===== src/inc/brmsr_consts.vh =====
`ifndef BRMSR_CONSTS_VH
`define BRMSR_CONSTS_VH
// Register indices; byte address is eight times the index, upper half at index*8+4.
`define BRMSR_IDX_MISC_ENABLE   12'h1A0
`define BRMSR_IDX_STACK_TOP     12'h1C9
`define BRMSR_IDX_DEBUG_CTL     12'h1D9
`define BRMSR_IDX_EXC_TARGET    12'h1DD
`define BRMSR_IDX_EXC_SOURCE    12'h1DE
`define BRMSR_IDX_MEM_TYPE      12'h2FF
`define BRMSR_IDX_ERR0_CTL      12'h400
`define BRMSR_IDX_ERR0_STATUS   12'h401
`define BRMSR_IDX_ERR0_ADDR     12'h402
`define BRMSR_IDX_IRQ_STATUS    12'h7F0
`define BRMSR_IDX_IRQ_MASK      12'h7F1
`define BRMSR_IDX_FAULT_INFO    12'h7F2
// Field positions.
`define BRMSR_BIT_DVFS_EN       16
`define BRMSR_BIT_TPR_DIS       23
`define BRMSR_BIT_ADDR_VALID    58
`define BRMSR_TOP_W             4
// Reset values and the write mask of the misc register.
`define BRMSR_RST_MISC          64'h0000000000010000
`define BRMSR_RST_ZERO          64'h0000000000000000
`define BRMSR_MISC_WMASK        64'h0000000000810000
// Interrupt status bits.
`define BRMSR_IRQ_GP            0
`define BRMSR_IRQ_BRANCH        1
`define BRMSR_IRQ_ERROR         2
`define BRMSR_IRQ_W             3
`endif


===== src/verilog/brmsr_bank.v =====
`include "brmsr_consts.vh"
`default_nettype none
module brmsr_bank #(
    parameter       DVFS_LOCK      = 0,
    parameter       TPR_DIS_RESET  = 0,
    parameter       ERR_ADDR_IMPL  = 1
) (
    // Clock and reset.
    input  wire        clk_i,
    input  wire        rst_i,
    // Avalon-MM slave, byte address.
    input  wire [13:0] avs_address_i,
    input  wire        avs_read_i,
    input  wire        avs_write_i,
    input  wire [31:0] avs_writedata_i,
    input  wire [3:0]  avs_byteenable_i,
    output reg  [31:0] avs_readdata_o,
    output wire        avs_waitrequest_o,
    // Core events.
    input  wire        branch_rec_i,
    input  wire [3:0]  branch_slot_i,
    input  wire [63:0] branch_source_i,
    input  wire [63:0] branch_target_i,
    input  wire        exception_i,
    input  wire        error_log_i,
    input  wire [63:0] error_status_i,
    input  wire [63:0] error_addr_i,
    // Outputs to the core.
    output wire        dvfs_enable_o,
    output wire        tpr_msg_enable_o,
    output wire [63:0] debug_ctl_o,
    output wire [63:0] mem_type_o,
    output wire [63:0] err_ctl_o,
    output reg         gp_fault_o,
    output wire        irq_o
);
    reg  [63:0] misc_ff;
    reg  [3:0]  top_ff;
    reg  [63:0] dbg_ff;
    reg  [63:0] last_src_ff;
    reg  [63:0] last_tgt_ff;
    reg  [63:0] exc_src_ff;
    reg  [63:0] exc_tgt_ff;
    reg  [63:0] mtype_ff;
    reg  [63:0] ectl_ff;
    reg  [63:0] estat_ff;
    reg  [63:0] eaddr_ff;
    reg  [2:0]  irq_st_ff;
    reg  [2:0]  irq_mk_ff;
    reg  [11:0] fault_idx_ff;
    reg         ack_ff;
    reg  [63:0] rd_val;
    reg         hit;
    reg  [31:0] wmask;
    reg  [63:0] nxt_wdata;
    reg  [63:0] nxt_wmask;
    reg  [2:0]  nxt_irq_st;
    wire        hi   = avs_address_i[2];
    wire        req  = avs_read_i | avs_write_i;
    wire        gp_ev;
    wire        wr;
    wire [11:0] reg_idx;
    assign reg_idx = {1'b0, avs_address_i[13:3]};
    // Each register takes two words: index*8 low half, index*8+4 high half.
    assign avs_waitrequest_o = req & ~ack_ff;
    assign wr                = avs_write_i & ack_ff & hit;
    assign gp_ev             = req & ack_ff & ~hit;
    assign dvfs_enable_o     = misc_ff[`BRMSR_BIT_DVFS_EN];
    assign tpr_msg_enable_o  = ~misc_ff[`BRMSR_BIT_TPR_DIS];
    assign debug_ctl_o       = dbg_ff;
    assign mem_type_o        = mtype_ff;
    assign err_ctl_o         = ectl_ff;
    assign irq_o             = |(irq_st_ff & irq_mk_ff);

    always @* begin
        hit   = 1'b1;
        rd_val = `BRMSR_RST_ZERO;
        case (reg_idx)
            `BRMSR_IDX_MISC_ENABLE:  rd_val = misc_ff;
            `BRMSR_IDX_STACK_TOP:    rd_val = {60'h000000000000000, top_ff};
            `BRMSR_IDX_DEBUG_CTL:    rd_val = dbg_ff;
            `BRMSR_IDX_EXC_TARGET:   rd_val = exc_tgt_ff;
            `BRMSR_IDX_EXC_SOURCE:   rd_val = exc_src_ff;
            `BRMSR_IDX_MEM_TYPE:     rd_val = mtype_ff;
            `BRMSR_IDX_ERR0_CTL:     rd_val = ectl_ff;
            `BRMSR_IDX_ERR0_STATUS:  rd_val = estat_ff;
            `BRMSR_IDX_ERR0_ADDR: begin
                hit    = (ERR_ADDR_IMPL != 0);
                rd_val = estat_ff[`BRMSR_BIT_ADDR_VALID] ? eaddr_ff : `BRMSR_RST_ZERO;
            end
            `BRMSR_IDX_IRQ_STATUS:   rd_val = {61'h0, irq_st_ff};
            `BRMSR_IDX_IRQ_MASK:     rd_val = {61'h0, irq_mk_ff};
            `BRMSR_IDX_FAULT_INFO:   rd_val = {52'h0, fault_idx_ff};
            default:                 hit = 1'b0;
        endcase
    end

    always @* begin
        wmask     = {{8{avs_byteenable_i[3]}}, {8{avs_byteenable_i[2]}},
                     {8{avs_byteenable_i[1]}}, {8{avs_byteenable_i[0]}}};
        nxt_wdata = hi ? {avs_writedata_i, 32'h00000000} : {32'h00000000, avs_writedata_i};
        nxt_wmask = hi ? {wmask, 32'h00000000} : {32'h00000000, wmask};
    end

    always @* begin
        nxt_irq_st = irq_st_ff;
        if (wr && reg_idx == `BRMSR_IDX_IRQ_STATUS && !hi)
            nxt_irq_st = irq_st_ff & ~(avs_writedata_i[2:0] & wmask[2:0]);
        if (gp_ev)
            nxt_irq_st[`BRMSR_IRQ_GP] = 1'b1;
        if (branch_rec_i)
            nxt_irq_st[`BRMSR_IRQ_BRANCH] = 1'b1;
        if (error_log_i)
            nxt_irq_st[`BRMSR_IRQ_ERROR] = 1'b1;
    end

    always @(posedge clk_i) begin
        if (rst_i) begin
            ack_ff         <= 1'b0;
            avs_readdata_o <= 32'h00000000;
            gp_fault_o     <= 1'b0;
            fault_idx_ff   <= 12'h000;
            misc_ff        <= `BRMSR_RST_MISC;
            misc_ff[`BRMSR_BIT_TPR_DIS] <= (TPR_DIS_RESET != 0);
            top_ff         <= 4'h0;
            dbg_ff         <= `BRMSR_RST_ZERO;
            last_src_ff    <= `BRMSR_RST_ZERO;
            last_tgt_ff    <= `BRMSR_RST_ZERO;
            exc_src_ff     <= `BRMSR_RST_ZERO;
            exc_tgt_ff     <= `BRMSR_RST_ZERO;
            mtype_ff       <= `BRMSR_RST_ZERO;
            ectl_ff        <= `BRMSR_RST_ZERO;
            estat_ff       <= `BRMSR_RST_ZERO;
            eaddr_ff       <= `BRMSR_RST_ZERO;
            irq_st_ff      <= 3'h0;
            irq_mk_ff      <= 3'h0;
        end else begin
            ack_ff     <= req & ~ack_ff;
            gp_fault_o <= gp_ev;
            irq_st_ff  <= nxt_irq_st;
            if (req && !ack_ff)
                avs_readdata_o <= hi ? rd_val[63:32] : rd_val[31:0];
            if (gp_ev)
                fault_idx_ff <= reg_idx;
            // Branch recording follows the core; an exception copies the last pair, or the branch of the same cycle, into the exception pair.
            if (branch_rec_i) begin
                top_ff      <= branch_slot_i;
                last_src_ff <= branch_source_i;
                last_tgt_ff <= branch_target_i;
            end
            if (exception_i) begin
                exc_tgt_ff <= branch_rec_i ? branch_target_i : last_tgt_ff;
                exc_src_ff <= branch_rec_i ? branch_source_i : last_src_ff;
            end
            if (error_log_i) begin
                estat_ff <= error_status_i;
                eaddr_ff <= (ERR_ADDR_IMPL != 0) ? error_addr_i : `BRMSR_RST_ZERO;
            end
            if (wr) begin
                case (reg_idx)
                    `BRMSR_IDX_MISC_ENABLE: begin
                        // Only the two feature bits are writable; the rest reads zero.
                        misc_ff <= (misc_ff & ~(nxt_wmask & `BRMSR_MISC_WMASK))
                                 | (nxt_wdata & nxt_wmask & `BRMSR_MISC_WMASK);
                        if (DVFS_LOCK != 0)
                            misc_ff[`BRMSR_BIT_DVFS_EN] <= misc_ff[`BRMSR_BIT_DVFS_EN];
                    end
                    `BRMSR_IDX_DEBUG_CTL:
                        dbg_ff <= (dbg_ff & ~nxt_wmask) | (nxt_wdata & nxt_wmask);
                    `BRMSR_IDX_MEM_TYPE:
                        mtype_ff <= (mtype_ff & ~nxt_wmask) | (nxt_wdata & nxt_wmask);
                    `BRMSR_IDX_ERR0_CTL:
                        ectl_ff <= (ectl_ff & ~nxt_wmask) | (nxt_wdata & nxt_wmask);
                    `BRMSR_IDX_ERR0_STATUS:
                        if (!error_log_i)
                            estat_ff <= (estat_ff & ~nxt_wmask) | (nxt_wdata & nxt_wmask);
                    `BRMSR_IDX_ERR0_ADDR:
                        if (!error_log_i)
                            eaddr_ff <= (eaddr_ff & ~nxt_wmask) | (nxt_wdata & nxt_wmask);
                    `BRMSR_IDX_IRQ_MASK:
                        if (!hi)
                            irq_mk_ff <= (irq_mk_ff & ~wmask[2:0])
                                       | (avs_writedata_i[2:0] & wmask[2:0]);
                    default: begin
                    end
                endcase
            end
        end
    end

endmodule // brmsr_bank
`default_nettype wire


===== config.mk =====
export PLATFORM = sky130hd
export DESIGN_NAME = brmsr_bank
export DESIGN_NICKNAME = d
export VERILOG_FILES = /design/src/verilog/brmsr_bank.v
export VERILOG_INCLUDE_DIRS = /design/src /design/src/inc
export SDC_FILE = /design/constraint.sdc
export NUM_CORES = 1
export LEC_CHECK = 0
export CORE_ASPECT_RATIO = 2
export CORE_MARGIN = 10
export CORE_UTILIZATION = 54
export CTS_CLUSTER_SIZE = 10
export DETAILED_ROUTE_END_ITERATION = 16
export DONT_BUFFER_PORTS = 1
export PLACE_DENSITY = 0.69
export SETUP_SLACK_MARGIN = 0.15
export SYNTH_ARGS = -nofsm -noshare
export SYNTH_HDL_FRONTEND = slang
export SYNTH_SLANG_ARGS = --single-unit

===== constraint.sdc =====
create_clock -name clk_i -period 5.7 [get_ports clk_i]
set_input_delay 0.57 -clock clk_i [delete_from_list [all_inputs] [get_ports clk_i]]
set_output_delay 0.57 -clock clk_i [all_outputs]
set_load 0.05 [all_outputs]

Word level (Yosys, flattened, before mapping)
Cells that the tools add are included.
- add/sub/neg operators: 0
- shift operators: 0
- $lt $le $gt $ge: 0
- div/mod/pow operators: 0
- multipliers: 0
- equal/unequal tests: 12
- bitwise logic cells: 32
- mux-type cells: 20
- reduce and logical (&&, ||, !) cells: 15
- operators with widths (kind ; number):
    64-bit 2-to-1 mux ; 13
    64-bit case mux with 12 select lines ; 1
    64-bit bitwise AND ; 7
    64-bit OR ; 5
    11-bit == test (second input constant) ; 6
    24-bit inverter with 64-bit output ; 1
    64-bit inverter ; 1
    64-bit by 24-bit OR with 64-bit output ; 1
    11-bit by 9-bit == test with 1-bit output (second input constant) ; 5
    32-bit 2-to-1 mux ; 1
    3-bit bitwise AND ; 4
    12-bit OR reduction ; 1
    11-bit by 10-bit == test with 1-bit output (second input constant) ; 1
    2-bit AND reduction ; 4
    3-bit inverter ; 2
    2-bit nonzero test ; 3
    1-bit bitwise AND ; 5
    1-bit 2-to-1 mux ; 4
    1-bit inverter ; 4
    1-bit logical AND ; 3
    3-bit 2-to-1 mux ; 1
    3-bit OR ; 1
    3-bit AND reduction ; 1
    3-bit OR reduction ; 1
    other kinds (2) ; 3
- bits in latches: 0
- bits in writable memories: 0
- bits in read-only memories: 0
- memories: 0
- register bits: 695
- word-level logic and storage cells: 98
- output and inout port bits: 229

Depth between registers and ports, before layout
Gate-level depths: netlist of the first run.
- word-level depth: 8
- mapped depth: 9
- gate-level depth less buffers: 7

Least setup slack after synthesis of the first run
Ideal clock, no wire load.
- kind: input port to flip-flop
- start: input avs_write_i
- end: register avs_readdata_o[1]
- data required time: 5.621 ns
- stages: 7
- data arrival time: 2.450 ns
- setup slack: 3.171 ns
- cell sequence: o21bai_1 -> inv_1 -> nor2_1 -> clkbuf_1 -> clkbuf_1 -> a21oi_1 -> a211oi_2
- longest elaborated chain between the ends: 2
- RTL lines (what ; RTL line ; RTL):
    from (decl) ; brmsr_bank.v:14 ; input wire avs_write_i,
    1-bit OR ; brmsr_bank.v:59 ; wire req = avs_read_i | avs_write_i;
    1-bit logical AND ; brmsr_bank.v:141 ; if (req && !ack_ff)
    to (signal assigned) ; brmsr_bank.v:142 ; avs_readdata_o <= hi ? rd_val[63:32] : rd_val[31:0];
    to (decl) ; brmsr_bank.v:17 ; output reg [31:0] avs_readdata_o,
No other way between the ends.
A chain may end at the register's enable or synchronous reset.

==> results of run 1 <==
-- routing by layer --
metal	global-route usage [%]	share of wire (%)	vias up	wire, um
li1	-	-	10641	-
met5	0	0.047	-	50
met3	14.1	14	277	15100
met4	17.5	5.7	8	6040
met2	50.8	44	1469	47200
met1	39.7	36	11237	38100
-- area by class of cell --
| type | instances | share of cell area (%) |
|---|---|---|
| Antenna cell | 7 | 0.0600 |
| Inverter | 6 | 0.0771 |
| Sequential cell | 633 | 43.4 |
| Clock inverter | 8 | 0.454 |
| Timing Repair Buffer | 23 | 0.634 |
| Clock buffer | 73 | 6.26 |
| Tap cell | 649 | 2.78 |
| Multi-Input combinational cell | 2201 | 46.3 |
-- power groups by stage --
stage	Clock [mW]	Combinational (mW)	Sequential (mW)
floorplan	0	0.510	4.75
global route	4.34	0.496	4.71
detailed placement	0	0.436	4.78
CTS	4.18	0.441	4.69
global placement	0	0.424	4.77
finish	4.14	0.445	4.69
-- stage by stage --
stage	hold slack, ns	util, %	total power, mW
6_report	0.0460	58.3	9.28
5_1_grt	0.0341	58.3	9.54
4_1_cts	0.0507	58.3	9.31
3_5_place_dp	0.476	54.4	5.22
3_3_place_gp	0.459	54.4	5.20
2_1_floorplan	0.448	-	5.26
-- cells by family after synthesis --
| kind of cell | synth area share, % |
|---|---|
| buffers and inverters | 4.25 |
| and+or+nand+nor | 17.8 |
| muxes | 12.7 |
| DFF | 46.4 |
| AOI/OAI and AO/OA | 18.8 |
-- how the worst max path moves through the flow --
| stage | to | start | slack, ns | depth (start not counted) |
|---|---|---|---|---|
| after floorplan | avs_readdata_o[1] | avs_write_i | 3.17 | 7 |
| after global placement | register | avs_address_i[11] | 2.54 | 7 |
| after detailed placement | register | avs_address_i[11] | 2.49 | 7 |
| after CTS | register | ack_ff | 2.77 | 6 |
| after global routing | register | ack_ff | 2.56 | 6 |
| final | register | ack_ff | 2.59 | 6 |
-- placed cells by master (no fill, tap or decap), types with 5 or more instances in the layout --
cell type  instances
inv_1              6
buf_4             22
nor2_1           353
a22oi_1           51
clkbuf_16         73
a222oi_1          25
mux2i_1          325
and3_1            11
dfxtp_1          633
nor3_4            10
a221oi_1          65
or3_1             10
a21oi_1          177
a22o_1            23
mux2_2            16
nand2_1          462
a221oi_2           7
a221o_1            9
o2111ai_1          5
nor2b_1          116
nor3_1            11
o21ai_0          227
a32o_1             7
o31ai_1           12
a211oi_1         136
nand4_1           11
diode_2            7
o21ai_1           10
nor2_2             5
nand3_1           45
-- worst reg2reg max path: stages (launching register included) --
cell,delay (ns)
dfxtp_1,0.37
and3_1,0.47
nand2_1,0.78
nor3_4,0.84
mux2i_1,0.26
o21ai_0,0.08
nor2b_1,0.15
==> metrics, run 1 <==
Placed Area=0.0272 mm2; Filler Cell Count=4433; sequential element share of the synthesized area=46.4%; Slew headroom=-14.6%; CP max-delay cell=nor3_4; Area contributors post-synth=dfxtp_1, mux2i_1, nand2_1, nor2_1, o21ai_0; NumNets Final=3255; clock slew at reported path FFs=0.06 ns; Synth cell types=72; most frequent cell after synthesis=dfxtp_1; clock latency on the worst-skew pair=0.62 ns; clk sinks=633; Residual DRC=0; final HPWL from detailed placement=76.3 mm; DIE AREA=0.0605 mm2; top_reg_cell synth=dfxtp_1; CTS tree=done; Top Family by Delay on Critical Path=simple AND/OR/NAND/NOR gates; die width=179 um; hold path depth=1; failing checks=slew limit; Crit path largest cell delay=0.83 ns; Storage cell area=0.0127 mm2; Final WS setup=2.59 ns; worst clock skew=0.0271 ns; die height=338 um; synth warn=0; routed via count=23632; Required @ worst endpoint=6.12 ns; CP max FO=21; Startpoint Class=register; crit path cell chain=and3_1 -> nand2_1 -> nor3_4 -> mux2i_1 -> o21ai_0 -> nor2b_1; PD cells=318 mW/mm2; f_max=0.321 GHz; WHS Endpoint=last_tgt_ff[10]; post-synth top area share=46.4%; gr ovfl total=0; largest net degree at the start of global routing=604; cts bufs inserted=73; Core Rows=116; Initial Utilization=54.6%; actual slew at the worst max-slew pin=1.72 ns; total length of routed wires=106 mm; Max Buffers Root-to-Sink=3; Finish-stage setup viols=0; Port-buffer cells=0; Final Hold Fails=0; Synth Instances=3120; switching pwr=2.16 mW; vias per inst=6.56; total of max-cap violations=0; leakage=11.0 nW; Setup crit end kind=register; WP buf/inv=0; Antenna Violating Nets Remaining=0; GRT Total Usage=33.6%; flops & latches, synth=633; Reg power frac=50.6%; syn avg cell area=8.76 um2; multi-input logic area=0.0135 mm2; Setup CP Type=reg2reg; Placeable Area=0.0501 mm2; First-pass DRT Iterations=8; post-route cell area=0.0292 mm2; Gate power share=4.8%; H-tree depth=3; top cells by count, synth=dfxtp_1, nand2_1, nor2_1; initial antenna violation count=9; Worst Reg-to-Reg Cells=6; Hold Path Class=in2reg; crit path time final=3.11 ns; Cells after DPL=3512; first-pass GRT wire length=152 mm; vias in the first global route=22393; DP Worst Slack=2.49 ns; worst r2r src=ack_ff; setup bufs post-CTS=0; WP data arrival=3.54 ns; IO Pins=546; Layout Cells excl Fill=3600; Clk Tree Root Cell=clkbuf_16; Worst VDD drop=279 uV; number of enable flip-flop cells after synthesis=0; share of post-route cells with drive strength above 1=5.94%; Int Pwr=7.12 mW; Hold-fix buffers, CTS=0; area growth from synthesis to layout=6.89%; final worst path period share=54.6%; unrepaired setup endpoints after global routing=false; Synth Cell Area=0.0273 mm2; post_cts resized=0; run status=finished, violations left; 1st-iter DRT viols=3383; Hold Startpoint=rst_i; RePlAce Congestion=0.948; fin. max-slew vios=147; asr flop ratio synth=0%; clock share of power=44.6%; flop2flop setup slack=2.59 ns; wire per inst=29.6 um; Post-Synthesis Net Count=3437; Sw Ratio=23.3%; area leader, netlist=dfxtp_1; setup TNS=0 ns
(Power assumes the default switching activity.)
==> inputs of run 2 (changes only) <==
- clock period: 5.7 -> 3.11 ns (I/O delays scaled with it)
==> run 2 against run 1 <==
The flow now stops in 4_1_cts. Synthesized cell count is the same. Synthesized area is the same.
==> metrics, run 2 <==
synth warn=0 (unchanged); sequential element share of the synthesized area=46.4% (unchanged); Area contributors post-synth=dfxtp_1, mux2i_1, nand2_1, nor2_1, o21ai_0; final HPWL from detailed placement=78.8 mm (+3.2%); Synth Cell Area=0.0273 mm2 (unchanged); Max Buffers Root-to-Sink=3 (unchanged); Hold-fix buffers, CTS=727 (+727); top_reg_cell synth=dfxtp_1; clk sinks=633 (unchanged); cts bufs inserted=73 (unchanged); First Err=[ERROR RSZ-0060] Max buffer count reached.; H-tree depth=3 (unchanged); Core Rows=116 (unchanged); run status=aborted with a tool error; post_cts resized=0 (unchanged); die width=179 um (unchanged); asr flop ratio synth=0% (unchanged); area leader, netlist=dfxtp_1; RePlAce Congestion=0.961 (+1.4%); Post-Synthesis Net Count=3437 (unchanged); die height=338 um (unchanged); setup bufs post-CTS=0 (unchanged); flops & latches, synth=633 (unchanged); post-synth top area share=46.4% (unchanged); IO Pins=546 (unchanged); number of enable flip-flop cells after synthesis=0 (unchanged); syn avg cell area=8.76 um2 (unchanged); Initial Utilization=54.6% (unchanged); most frequent cell after synthesis=dfxtp_1; Clk Tree Root Cell=clkbuf_16; Stopped at=4_1_cts; Synth cell types=72 (unchanged); top cells by count, synth=dfxtp_1, nand2_1, nor2_1; Synth Instances=3120 (unchanged); Port-buffer cells=0 (unchanged)
[run 2: logic make-up after synthesis]
group / after synthesis / synth area share (%)
AND/OR/NAND/NOR: 1077 / 17.8
buffers and inverters: 286 / 4.25
multiplexers: 344 / 12.7
flip-flops: 633 / 46.4
AO/OA/AOI/OAI: 780 / 18.8
[run 2: stage by stage]
stage	util [%]	hold slack (ns)	setup slack, ns	cell area (um2)	cells
after floorplan	-	0.448	0.840	27300	3120
after global placement	55.0	0.435	0.538	27500	3549
after detailed placement	55.0	0.436	0.509	27500	3549
==> inputs of run 3 (changes only) <==
- CORE_ASPECT_RATIO: 2 -> unset
- CORE_UTILIZATION: 54 -> 39
- CTS_CLUSTER_SIZE: 10 -> unset
- PLACE_DENSITY: 0.69 -> unset
- PLACE_DENSITY_LB_ADDON: unset -> 0.15
- SETUP_SLACK_MARGIN: 0.15 -> unset
==> run 3 against run 2 <==
The flow again stops in 4_1_cts. Synthesized area stayed put. Synthesized cell count stayed put.
==> metrics, run 3 <==
die width=285 um (+59%); Initial Utilization=39.6% (-15 points); Hold-fix buffers, CTS=798 (+9.8%); Port-buffer cells=0 (unchanged); area leader, netlist=dfxtp_1; number of enable flip-flop cells after synthesis=0 (unchanged); Synth cell types=72 (unchanged); clk sinks=633 (unchanged); asr flop ratio synth=0% (unchanged); post_cts resized=0 (unchanged); run status=aborted with a tool error; setup bufs post-CTS=0 (unchanged); synth warn=0 (unchanged); final HPWL from detailed placement=88.0 mm (+12%); Clk Tree Root Cell=clkbuf_16; Synth Instances=3120 (unchanged); post-synth top area share=46.4% (unchanged); IO Pins=546 (unchanged); Max Buffers Root-to-Sink=3 (unchanged); Synth Cell Area=0.0273 mm2 (unchanged); H-tree depth=3 (unchanged); cts bufs inserted=73 (unchanged); sequential element share of the synthesized area=46.4% (unchanged); First Err=[ERROR RSZ-0060] Max buffer count reached.; Area contributors post-synth=dfxtp_1, mux2i_1, nand2_1, nor2_1, o21ai_0; top_reg_cell synth=dfxtp_1; most frequent cell after synthesis=dfxtp_1; Post-Synthesis Net Count=3437 (unchanged); Placed Area=0.0281 mm2 (+2.1%); die height=285 um (-16%); Stopped at=4_1_cts; RePlAce Congestion=0.964 (+0.31%); Core Rows=96 (-17%); flops & latches, synth=633 (unchanged); top cells by count, synth=dfxtp_1, nand2_1, nor2_1; syn avg cell area=8.76 um2 (unchanged)
## run 3: cell counts after synthesis
Identical to the previous run, type by type.
## run 3: cell families after synthesis
| logic type | count (synthesis) | share of synthesized area (%) |
|---|---|---|
| simple gates | 1077 | 17.8 |
| mux | 344 | 12.7 |
| flops | 633 | 46.4 |
| compound gates | 780 | 18.8 |
| buf+inv | 286 | 4.25 |
## run 3: per-stage QoR
step           instances  setup slack (ns)
3_5_place_dp        3851             0.544
3_3_place_gp        3851             0.566
2_1_floorplan       3120             0.840
